<file path="src/common/gpio_pkg.sv">
// Constants shared by the general purpose port logic
package gpio_pkg;
   // Implemented pin counts per port
   localparam int PA_W = 8;
   localparam int PB_W = 4;
   localparam int PC_W = 2;
   localparam int REG_W = 8;
   localparam int ADDR_W = 4;

   // Data-memory register indices
   localparam logic [3:0] IDX_PA_DATA = 4'h0;
   localparam logic [3:0] IDX_PA_DIR  = 4'h1;
   localparam logic [3:0] IDX_PA_PU   = 4'h2;
   localparam logic [3:0] IDX_PA_WAKE = 4'h3;
   localparam logic [3:0] IDX_PB_DATA = 4'h4;
   localparam logic [3:0] IDX_PB_DIR  = 4'h5;
   localparam logic [3:0] IDX_PB_PU   = 4'h6;
   localparam logic [3:0] IDX_PC_DATA = 4'h7;
   localparam logic [3:0] IDX_PC_DIR  = 4'h8;
   localparam logic [3:0] IDX_PC_PU   = 4'h9;

   // Power-on values
   localparam logic [7:0] DATA_RST = 8'hFF;
   localparam logic [7:0] DIR_RST  = 8'hFF;
   localparam logic [7:0] PU_RST   = 8'h00;
   localparam logic [7:0] WAKE_RST = 8'h00;
   localparam logic [7:0] SYNC_RST = 8'hFF;
   localparam logic [7:0] READ_UNMAPPED = 8'h00;

   // Direction bit encoding
   localparam logic DIR_INPUT  = 1'b1;
   localparam logic DIR_OUTPUT = 1'b0;
endpackage

</file>
<file path="src/logic/pin_sync.sv">
// Two-stage synchroniser for a group of pin inputs
module pin_sync #(
   parameter int         W       = 8,
   parameter logic [7:0] RST_VAL = 8'hFF
) (
   input  wire logic         clk,
   input  wire logic         rst,
   input  wire logic [W-1:0] d,
   output logic      [W-1:0] q
);
   logic [W-1:0] meta;

   // First stage is read only by the second
   always_ff @(posedge clk or posedge rst) begin
      if (rst) begin
         meta <= RST_VAL[W-1:0];
         q    <= RST_VAL[W-1:0];
      end else begin
         meta <= d;
         q    <= meta;
      end
   end
endmodule

</file>
<file path="src/logic/port_slice.sv">
// One port: output latch, direction, pull-high enable and pad drive
module port_slice #(
   parameter int W = 8
) (
   input  wire logic         clk,
   input  wire logic         rst,
   input  wire logic         wr_data,
   input  wire logic         wr_dir,
   input  wire logic         wr_pu,
   input  wire logic [W-1:0] wdata,
   input  wire logic [W-1:0] od_en,
   output logic      [W-1:0] data,
   output logic      [W-1:0] dir,
   output logic      [W-1:0] pu,
   output logic      [W-1:0] pad_out,
   output logic      [W-1:0] pad_oe_n,
   output logic      [W-1:0] pad_pu
);
   // Output latch holds until the next write
   always_ff @(posedge clk or posedge rst) begin
      if (rst) begin
         data <= gpio_pkg::DATA_RST[W-1:0];
      end else if (wr_data) begin
         data <= wdata;
      end
   end

   // Direction, all inputs after reset
   always_ff @(posedge clk or posedge rst) begin
      if (rst) begin
         dir <= gpio_pkg::DIR_RST[W-1:0];
      end else if (wr_dir) begin
         dir <= wdata;
      end
   end

   // Pull-high enables, cleared at reset
   always_ff @(posedge clk or posedge rst) begin
      if (rst) begin
         pu <= gpio_pkg::PU_RST[W-1:0];
      end else if (wr_pu) begin
         pu <= wdata;
      end
   end

   // Pad drive; open-drain drives only a low level
   always_ff @(posedge clk or posedge rst) begin
      if (rst) begin
         pad_out  <= gpio_pkg::DATA_RST[W-1:0];
         pad_oe_n <= gpio_pkg::DIR_RST[W-1:0];
         pad_pu   <= gpio_pkg::PU_RST[W-1:0];
      end else begin
         pad_out  <= data;
         pad_oe_n <= dir | (od_en & data);
         pad_pu   <= pu & (dir | od_en);
      end
   end
endmodule

</file>
<file path="src/logic/gpio_ports.sv">
// General purpose ports A, B and C with pull-high and port A wake-up
// Function
// - Port read returns live synchronised levels of input pins
// - Output latch holds value until rewritten
// - A eight bits, B four, C two; rest zero
// - Per-pin pull-high enable, cleared at reset
// - Pull-high only for input or open-drain
// - Port A falling edge wakes halted core
// - Per-pin port A wake enable, reset zero
// - Wake needs GPIO input and halted core
// - Direction 1 input, 0 output; reads latch
// - All pins inputs after reset
module gpio_ports (
   input  wire logic                      CORE_CLK,
   input  wire logic                      RST,
   input  wire logic [gpio_pkg::ADDR_W-1:0] ADDR,
   input  wire logic                      WR_STB,
   input  wire logic [gpio_pkg::REG_W-1:0]  WR_DATA,
   input  wire logic                      RD_STB,
   output logic      [gpio_pkg::REG_W-1:0]  RD_DATA,
   input  wire logic                      HALTED,
   input  wire logic [gpio_pkg::PA_W-1:0]   PA_GPIO_SEL,
   input  wire logic [gpio_pkg::PA_W-1:0]   PA_NMOS,
   input  wire logic [gpio_pkg::PB_W-1:0]   PB_NMOS,
   input  wire logic [gpio_pkg::PC_W-1:0]   PC_NMOS,
   input  wire logic [gpio_pkg::PA_W-1:0]   PA_IN,
   output logic      [gpio_pkg::PA_W-1:0]   PA_OUT,
   output logic      [gpio_pkg::PA_W-1:0]   PA_OE_N,
   output logic      [gpio_pkg::PA_W-1:0]   PA_PU,
   input  wire logic [gpio_pkg::PB_W-1:0]   PB_IN,
   output logic      [gpio_pkg::PB_W-1:0]   PB_OUT,
   output logic      [gpio_pkg::PB_W-1:0]   PB_OE_N,
   output logic      [gpio_pkg::PB_W-1:0]   PB_PU,
   input  wire logic [gpio_pkg::PC_W-1:0]   PC_IN,
   output logic      [gpio_pkg::PC_W-1:0]   PC_OUT,
   output logic      [gpio_pkg::PC_W-1:0]   PC_OE_N,
   output logic      [gpio_pkg::PC_W-1:0]   PC_PU,
   output logic                           WAKE_REQ
);
   localparam int PA_W = gpio_pkg::PA_W;
   localparam int PB_W = gpio_pkg::PB_W;
   localparam int PC_W = gpio_pkg::PC_W;

   logic [PA_W-1:0] pa_sync;
   logic [PB_W-1:0] pb_sync;
   logic [PC_W-1:0] pc_sync;
   logic [PA_W-1:0] pa_prev;
   logic [PA_W-1:0] pa_data;
   logic [PA_W-1:0] pa_dir;
   logic [PA_W-1:0] pa_pu;
   logic [PB_W-1:0] pb_data;
   logic [PB_W-1:0] pb_dir;
   logic [PB_W-1:0] pb_pu;
   logic [PC_W-1:0] pc_data;
   logic [PC_W-1:0] pc_dir;
   logic [PC_W-1:0] pc_pu;
   logic [PA_W-1:0] wake_en;
   logic [PA_W-1:0] pa_fall;
   logic [PA_W-1:0] wake_armed;
   logic [PA_W-1:0] pa_view;
   logic [PB_W-1:0] pb_view;
   logic [PC_W-1:0] pc_view;
   logic [7:0]      next_rd_data;
   logic            next_wake;

   // Pin synchronisers; pins are asynchronous to the core
   pin_sync #(.W(PA_W), .RST_VAL(gpio_pkg::SYNC_RST)) u_sync_a (
      .clk (CORE_CLK),
      .rst (RST),
      .d   (PA_IN),
      .q   (pa_sync)
   );
   pin_sync #(.W(PB_W), .RST_VAL(gpio_pkg::SYNC_RST)) u_sync_b (
      .clk (CORE_CLK),
      .rst (RST),
      .d   (PB_IN),
      .q   (pb_sync)
   );
   pin_sync #(.W(PC_W), .RST_VAL(gpio_pkg::SYNC_RST)) u_sync_c (
      .clk (CORE_CLK),
      .rst (RST),
      .d   (PC_IN),
      .q   (pc_sync)
   );

   // Port register slices, narrower ports take the low write bits
   port_slice #(.W(PA_W)) u_port_a (
      .clk      (CORE_CLK),
      .rst      (RST),
      .wr_data  (WR_STB && ADDR == gpio_pkg::IDX_PA_DATA),
      .wr_dir   (WR_STB && ADDR == gpio_pkg::IDX_PA_DIR),
      .wr_pu    (WR_STB && ADDR == gpio_pkg::IDX_PA_PU),
      .wdata    (WR_DATA[PA_W-1:0]),
      .od_en    (PA_NMOS),
      .data     (pa_data),
      .dir      (pa_dir),
      .pu       (pa_pu),
      .pad_out  (PA_OUT),
      .pad_oe_n (PA_OE_N),
      .pad_pu   (PA_PU)
   );
   port_slice #(.W(PB_W)) u_port_b (
      .clk      (CORE_CLK),
      .rst      (RST),
      .wr_data  (WR_STB && ADDR == gpio_pkg::IDX_PB_DATA),
      .wr_dir   (WR_STB && ADDR == gpio_pkg::IDX_PB_DIR),
      .wr_pu    (WR_STB && ADDR == gpio_pkg::IDX_PB_PU),
      .wdata    (WR_DATA[PB_W-1:0]),
      .od_en    (PB_NMOS),
      .data     (pb_data),
      .dir      (pb_dir),
      .pu       (pb_pu),
      .pad_out  (PB_OUT),
      .pad_oe_n (PB_OE_N),
      .pad_pu   (PB_PU)
   );
   port_slice #(.W(PC_W)) u_port_c (
      .clk      (CORE_CLK),
      .rst      (RST),
      .wr_data  (WR_STB && ADDR == gpio_pkg::IDX_PC_DATA),
      .wr_dir   (WR_STB && ADDR == gpio_pkg::IDX_PC_DIR),
      .wr_pu    (WR_STB && ADDR == gpio_pkg::IDX_PC_PU),
      .wdata    (WR_DATA[PC_W-1:0]),
      .od_en    (PC_NMOS),
      .data     (pc_data),
      .dir      (pc_dir),
      .pu       (pc_pu),
      .pad_out  (PC_OUT),
      .pad_oe_n (PC_OE_N),
      .pad_pu   (PC_PU)
   );

   // Port A wake enables
   always_ff @(posedge CORE_CLK or posedge RST) begin
      if (RST) begin
         wake_en <= gpio_pkg::WAKE_RST;
      end else if (WR_STB && ADDR == gpio_pkg::IDX_PA_WAKE) begin
         wake_en <= WR_DATA;
      end
   end

   // Read view: input pins show the pin, outputs show the latch
   assign pa_view = (pa_dir & pa_sync) | (~pa_dir & pa_data);
   assign pb_view = (pb_dir & pb_sync) | (~pb_dir & pb_data);
   assign pc_view = (pc_dir & pc_sync) | (~pc_dir & pc_data);

   // Read mux; unimplemented high bits return zero
   always_comb begin
      next_rd_data = gpio_pkg::READ_UNMAPPED;
      unique case (ADDR)
         gpio_pkg::IDX_PA_DATA: next_rd_data = pa_view;
         gpio_pkg::IDX_PA_DIR:  next_rd_data = pa_dir;
         gpio_pkg::IDX_PA_PU:   next_rd_data = pa_pu;
         gpio_pkg::IDX_PA_WAKE: next_rd_data = wake_en;
         gpio_pkg::IDX_PB_DATA: next_rd_data = {4'h0, pb_view};
         gpio_pkg::IDX_PB_DIR:  next_rd_data = {4'h0, pb_dir};
         gpio_pkg::IDX_PB_PU:   next_rd_data = {4'h0, pb_pu};
         gpio_pkg::IDX_PC_DATA: next_rd_data = {6'h00, pc_view};
         gpio_pkg::IDX_PC_DIR:  next_rd_data = {6'h00, pc_dir};
         gpio_pkg::IDX_PC_PU:   next_rd_data = {6'h00, pc_pu};
         default:               next_rd_data = gpio_pkg::READ_UNMAPPED;
      endcase
   end

   // Read data captured on the strobe edge and held until the next read
   always_ff @(posedge CORE_CLK or posedge RST) begin
      if (RST) begin
         RD_DATA <= gpio_pkg::READ_UNMAPPED;
      end else if (RD_STB) begin
         RD_DATA <= next_rd_data;
      end
   end

   // Previous synchronised level for falling-edge detection
   always_ff @(posedge CORE_CLK or posedge RST) begin
      if (RST) begin
         pa_prev <= gpio_pkg::SYNC_RST;
      end else begin
         pa_prev <= pa_sync;
      end
   end

   // Wake qualified by GPIO input selection and halted core
   assign pa_fall    = pa_prev & ~pa_sync;
   assign wake_armed = wake_en & pa_dir & PA_GPIO_SEL;
   assign next_wake  = HALTED && (|(pa_fall & wake_armed));

   // Wake request: one-cycle pulse per detected edge
   always_ff @(posedge CORE_CLK or posedge RST) begin
      if (RST) begin
         WAKE_REQ <= 1'b0;
      end else begin
         WAKE_REQ <= next_wake;
      end
   end
endmodule

</file>
<file path="config.mk">
export PLATFORM = sky130hd
export DESIGN_NAME = gpio_ports
export DESIGN_NICKNAME = d
export VERILOG_FILES = /design/src/common/gpio_pkg.sv /design/src/logic/pin_sync.sv /design/src/logic/port_slice.sv /design/src/logic/gpio_ports.sv
export SDC_FILE = /design/constraint.sdc
export NUM_CORES = 1
export LEC_CHECK = 0
export BUFFER_PORTS_ARGS = -buffer_cell sky130_fd_sc_hd__buf_2
export CAP_MARGIN = 20
export CORE_MARGIN = 5
export CORE_UTILIZATION = 45
export CTS_BUF_LIST = sky130_fd_sc_hd__clkbuf_4 sky130_fd_sc_hd__clkbuf_8 sky130_fd_sc_hd__clkbuf_16
export CTS_CLUSTER_DIAMETER = 120
export DETAILED_ROUTE_END_ITERATION = 12
export HOLD_SLACK_MARGIN = 0.03
export PLACE_DENSITY = 0.67
export SYNTH_ARGS = -nofsm -noshare
export SYNTH_HDL_FRONTEND = slang
export SYNTH_SLANG_ARGS = --single-unit
</file>
<file path="constraint.sdc">
create_clock -name CORE_CLK -period 5.6 [get_ports CORE_CLK]
set_clock_uncertainty 0.15 [all_clocks]
set_input_delay 1.12 -clock CORE_CLK [delete_from_list [all_inputs] [get_ports CORE_CLK]]
set_output_delay 1.12 -clock CORE_CLK [all_outputs]
set_load 0.02 [all_outputs]
</file>
==> impl_metrics.ini <==
[status]
status = completed

[cells_and_area]
instances_no_fill = 619
fillers = 938
num-nets-final = 515
areaGrowthSynthToFinish_pct = 24.8
seq_area_um2 = 3540
layout-drive-gt1-share = 0.613
multi_input_comb_area_um2 = 1640

[timing]
setup_tns_ns = 0
rsz0062_at_grt = no
clock.fmax_mhz = 372
tightest_slew_ns = 0.912
maxSlewHeadroom = 0.392
setup_violations = 0
slew_violations = 0
fin_crit_ns = 2.69
hold_viol_final = 0
post-route-period-util = 0.480

[clock_tree]
root_buffer = clkbuf_16
cts_tree = done
postCtsHoldBufs = 0
cts.reportedPaths.clkPinSlew_ns = 0.06
cts_sinks = 137
cts_buffer_depth = 2
tritoncts.num_buffers = 17
cts_resized = 0
post_cts_buffers = 0
htreeDepth = 4
clk_latency_ns = 0.42

[logic_synthesis]
syn_area_um2 = 5260
yosysTopAreaCell = dfstp_2
synth_compound_area_frac = 0.0904
yosysSeqAreaShare = 0.674
synthMuxAreaShare = 0.147
synth.top_cells.by_area = dfstp_2 (46%), dfrtp_1 (21%), mux2_2 (12%)
synth.avg_cell_area_um2 = 15.0
yosys.area.top_type_share = 0.460
synth_edf_count = 0
synth_warnings = 0
synthArstFlopShare = 1.00
synthCells = 350
synthAdderAreaFrac = 0
synthSimpleGateAreaFrac = 0.0740
synth_nets = 403
synthXorXnorAreaFrac = 0
synth_cell_types = 47
synth_top_family_by_area = multiplexers
synth-seq-cells = 137
synthFlopType = dfstp_2

[worst_setup_path]
cp.depth = 5
critPathCapture = u_port_a.dir[0]
crit_fanout = 22
startpoint_type = input port
crit_buf_inv = 1
path_cells = buf_2, nor2b_1, nand2_1, nor3_4, mux2_2
crit_family = simple AND/OR/NAND/NOR gates
startpoint = ADDR[0]
crit_path_end_kind = register
reg2reg_setup_slack_ns = 3.69
crit_arrival_ns = 2.87
crit_path_max_incr_delay_ns = 0.45
r2r-start = u_port_a.dir[7]
r2r_end = RD_DATA[7]
crit_path_top_delay_cell = nor3_4
required_ns = 5.78
critical_path_class = input port to register
worst_r2r_path_depth = 3

[power]
p_per_area_nw_per_um2 = 465
peakVddDrop_v = 0.000259
p_leak_uw = 0.00293

[grt]
use_met1 = 0.226
grt_busiest_layer = met2
grt_max_degree = 79
use_met2 = 0.272
overflow = 0
grt_use_total = 0.178
use_met3 = 0.0721
grt_antenna_before_repair = 0
grt_first_pass_wirelength_um = 19400
grt_pass1_vias = 3580

[place]
placedCellCount = 586
place.gp.congestion = 0.866
numPortBuffers = 103
dp_hpwl_um = 8160

[run]
cap_violations = 0

[drt]
vias = 3276
avgRoutedWirePerCell_um = 18.9
initialDrtViolationCount = 253
routed_wl_um = 11700
first_pass_iters = 4
ant_nets = 0
viasPerCell = 5.29
drcViolationCount = 0

[die]
core_area_um2 = 11400
start_util = 0.461
fp.dieW_um = 118
fp-row-count = 39
die-area_um2 = 14000
ioPinCount = 104
die_height_um = 118

[hold_path]
hp-class = register to register
## power by group
group	internal (µW)	switching [µW]	leakage [µW]	total (µW)
logic	213	254	0.00107	467
clock network	810	402	0.000317	1210
registers	1250	126	0.00154	1370
## sequential cells by signal (all words and copies together) (netlist names), 4 cells and up
signal             flops
u_port_b.data          4
wake_en                8
u_port_b.pad_out       4
u_sync_b.q             4
u_port_b.pad_oe_n      4
u_port_a.pu            8
u_sync_a.q             8
u_sync_b.meta          4
u_sync_a.meta          8
u_port_b.dir           4
u_port_b.pu            4
pa_prev                8
u_port_a.pad_pu        8
u_port_b.pad_pu        4
u_port_a.data          8
u_port_a.dir           8
u_port_a.pad_out       8
u_port_a.pad_oe_n      8
RD_DATA                8
## per-stage QoR
step	total power [µW]	setup slack [ns]	instance area (µm²)	util	hold slack, ns
after floorplan	1680	0.814	5260	-	0.195
after global placement	1840	2.60	5910	0.518	0.195
after detailed placement	1860	2.50	5910	0.518	0.197
after CTS	3090	2.93	6560	0.575	0.204
after global routing	3200	2.81	6560	0.575	0.207
final	3050	2.91	6570	0.575	0.204
## per-layer routing
| metal | share of wire | vias up |
|---|---|---|
| met3 | 0.077 | 17 |
| met5 | 0 | - |
| met2 | 0.49 | 101 |
| met1 | 0.42 | 1655 |
| li1 | - | 1503 |
| met4 | 0.017 | 0 |
## area by class of cell
cell class | instances | share of cell area
flip-flops and latches | 137 | 0.540
clock buffers | 20 | 0.0692
multi-input cells | 196 | 0.250
clock inverters | 12 | 0.0301
repair buffers | 104 | 0.0797
well taps | 143 | 0.0273
diodes | 1 | 0.000381
inverters | 6 | 0.00381
## cell usage after synthesis, types with 6 or more instances
master	number
mux2_2	56
mux2i_1	10
nor2b_1	12
o21a_1	15
nand2_1	13
o21ai_0	9
buf_2	7
dfstp_2	92
dfrtp_1	45
nand4_1	10
inv_1	6
a21o_1	13
nor2_1	12
## worst reg2reg max path, cell delays in order (launching register included)
cell and delay (ns):
dfstp_2 0.58, mux2_2 0.34, mux4_2 0.46, a32o_1 0.27
## worst min-delay path by stage
stage,startpoint,depth (start not counted),endpoint
5_1_grt,u_sync_a.meta[4],0,u_sync_a.q[4]
3_3_place_gp,u_sync_a.meta[7],0,u_sync_a.q[7]
6_report,u_sync_a.meta[2],0,u_sync_a.q[2]
2_1_floorplan,u_sync_a.meta[0],0,u_sync_a.q[0]
3_5_place_dp,u_sync_a.meta[4],0,u_sync_a.q[4]
4_1_cts,u_sync_b.meta[1],0,u_sync_b.q[1]
## cells in the final DEF (no fill, tap or decap), drive strengths merged, types with 2 or more instances in the layout
cell type / n
nand2b: 3
a21oi: 2
nand4: 10
mux4: 2
dfrtp: 45
bufinv: 5
a22oi: 2
clkinvlp: 2
clkinv: 5
o221ai: 2
inv: 6
o21ai: 9
a22o: 3
mux2i: 10
nor4: 3
a32o: 2
mux2: 56
o2bb2ai: 3
a21o: 13
nor2b: 12
nand3: 3
nor3: 2
o21a: 15
dfstp: 92
nor2: 12
and3: 2
clkbuf: 20
nand2: 13
buf: 104
## kinds of logic (layout without fill, tap and decap cells)
family | count (synthesis) | count (layout)
other cells | 0 | 1
mux | 68 | 68
buf+inv | 17 | 142
flops | 137 | 137
compound gates | 63 | 63
simple gates | 65 | 65
Note: power is estimated with default switching activity, not from simulation.
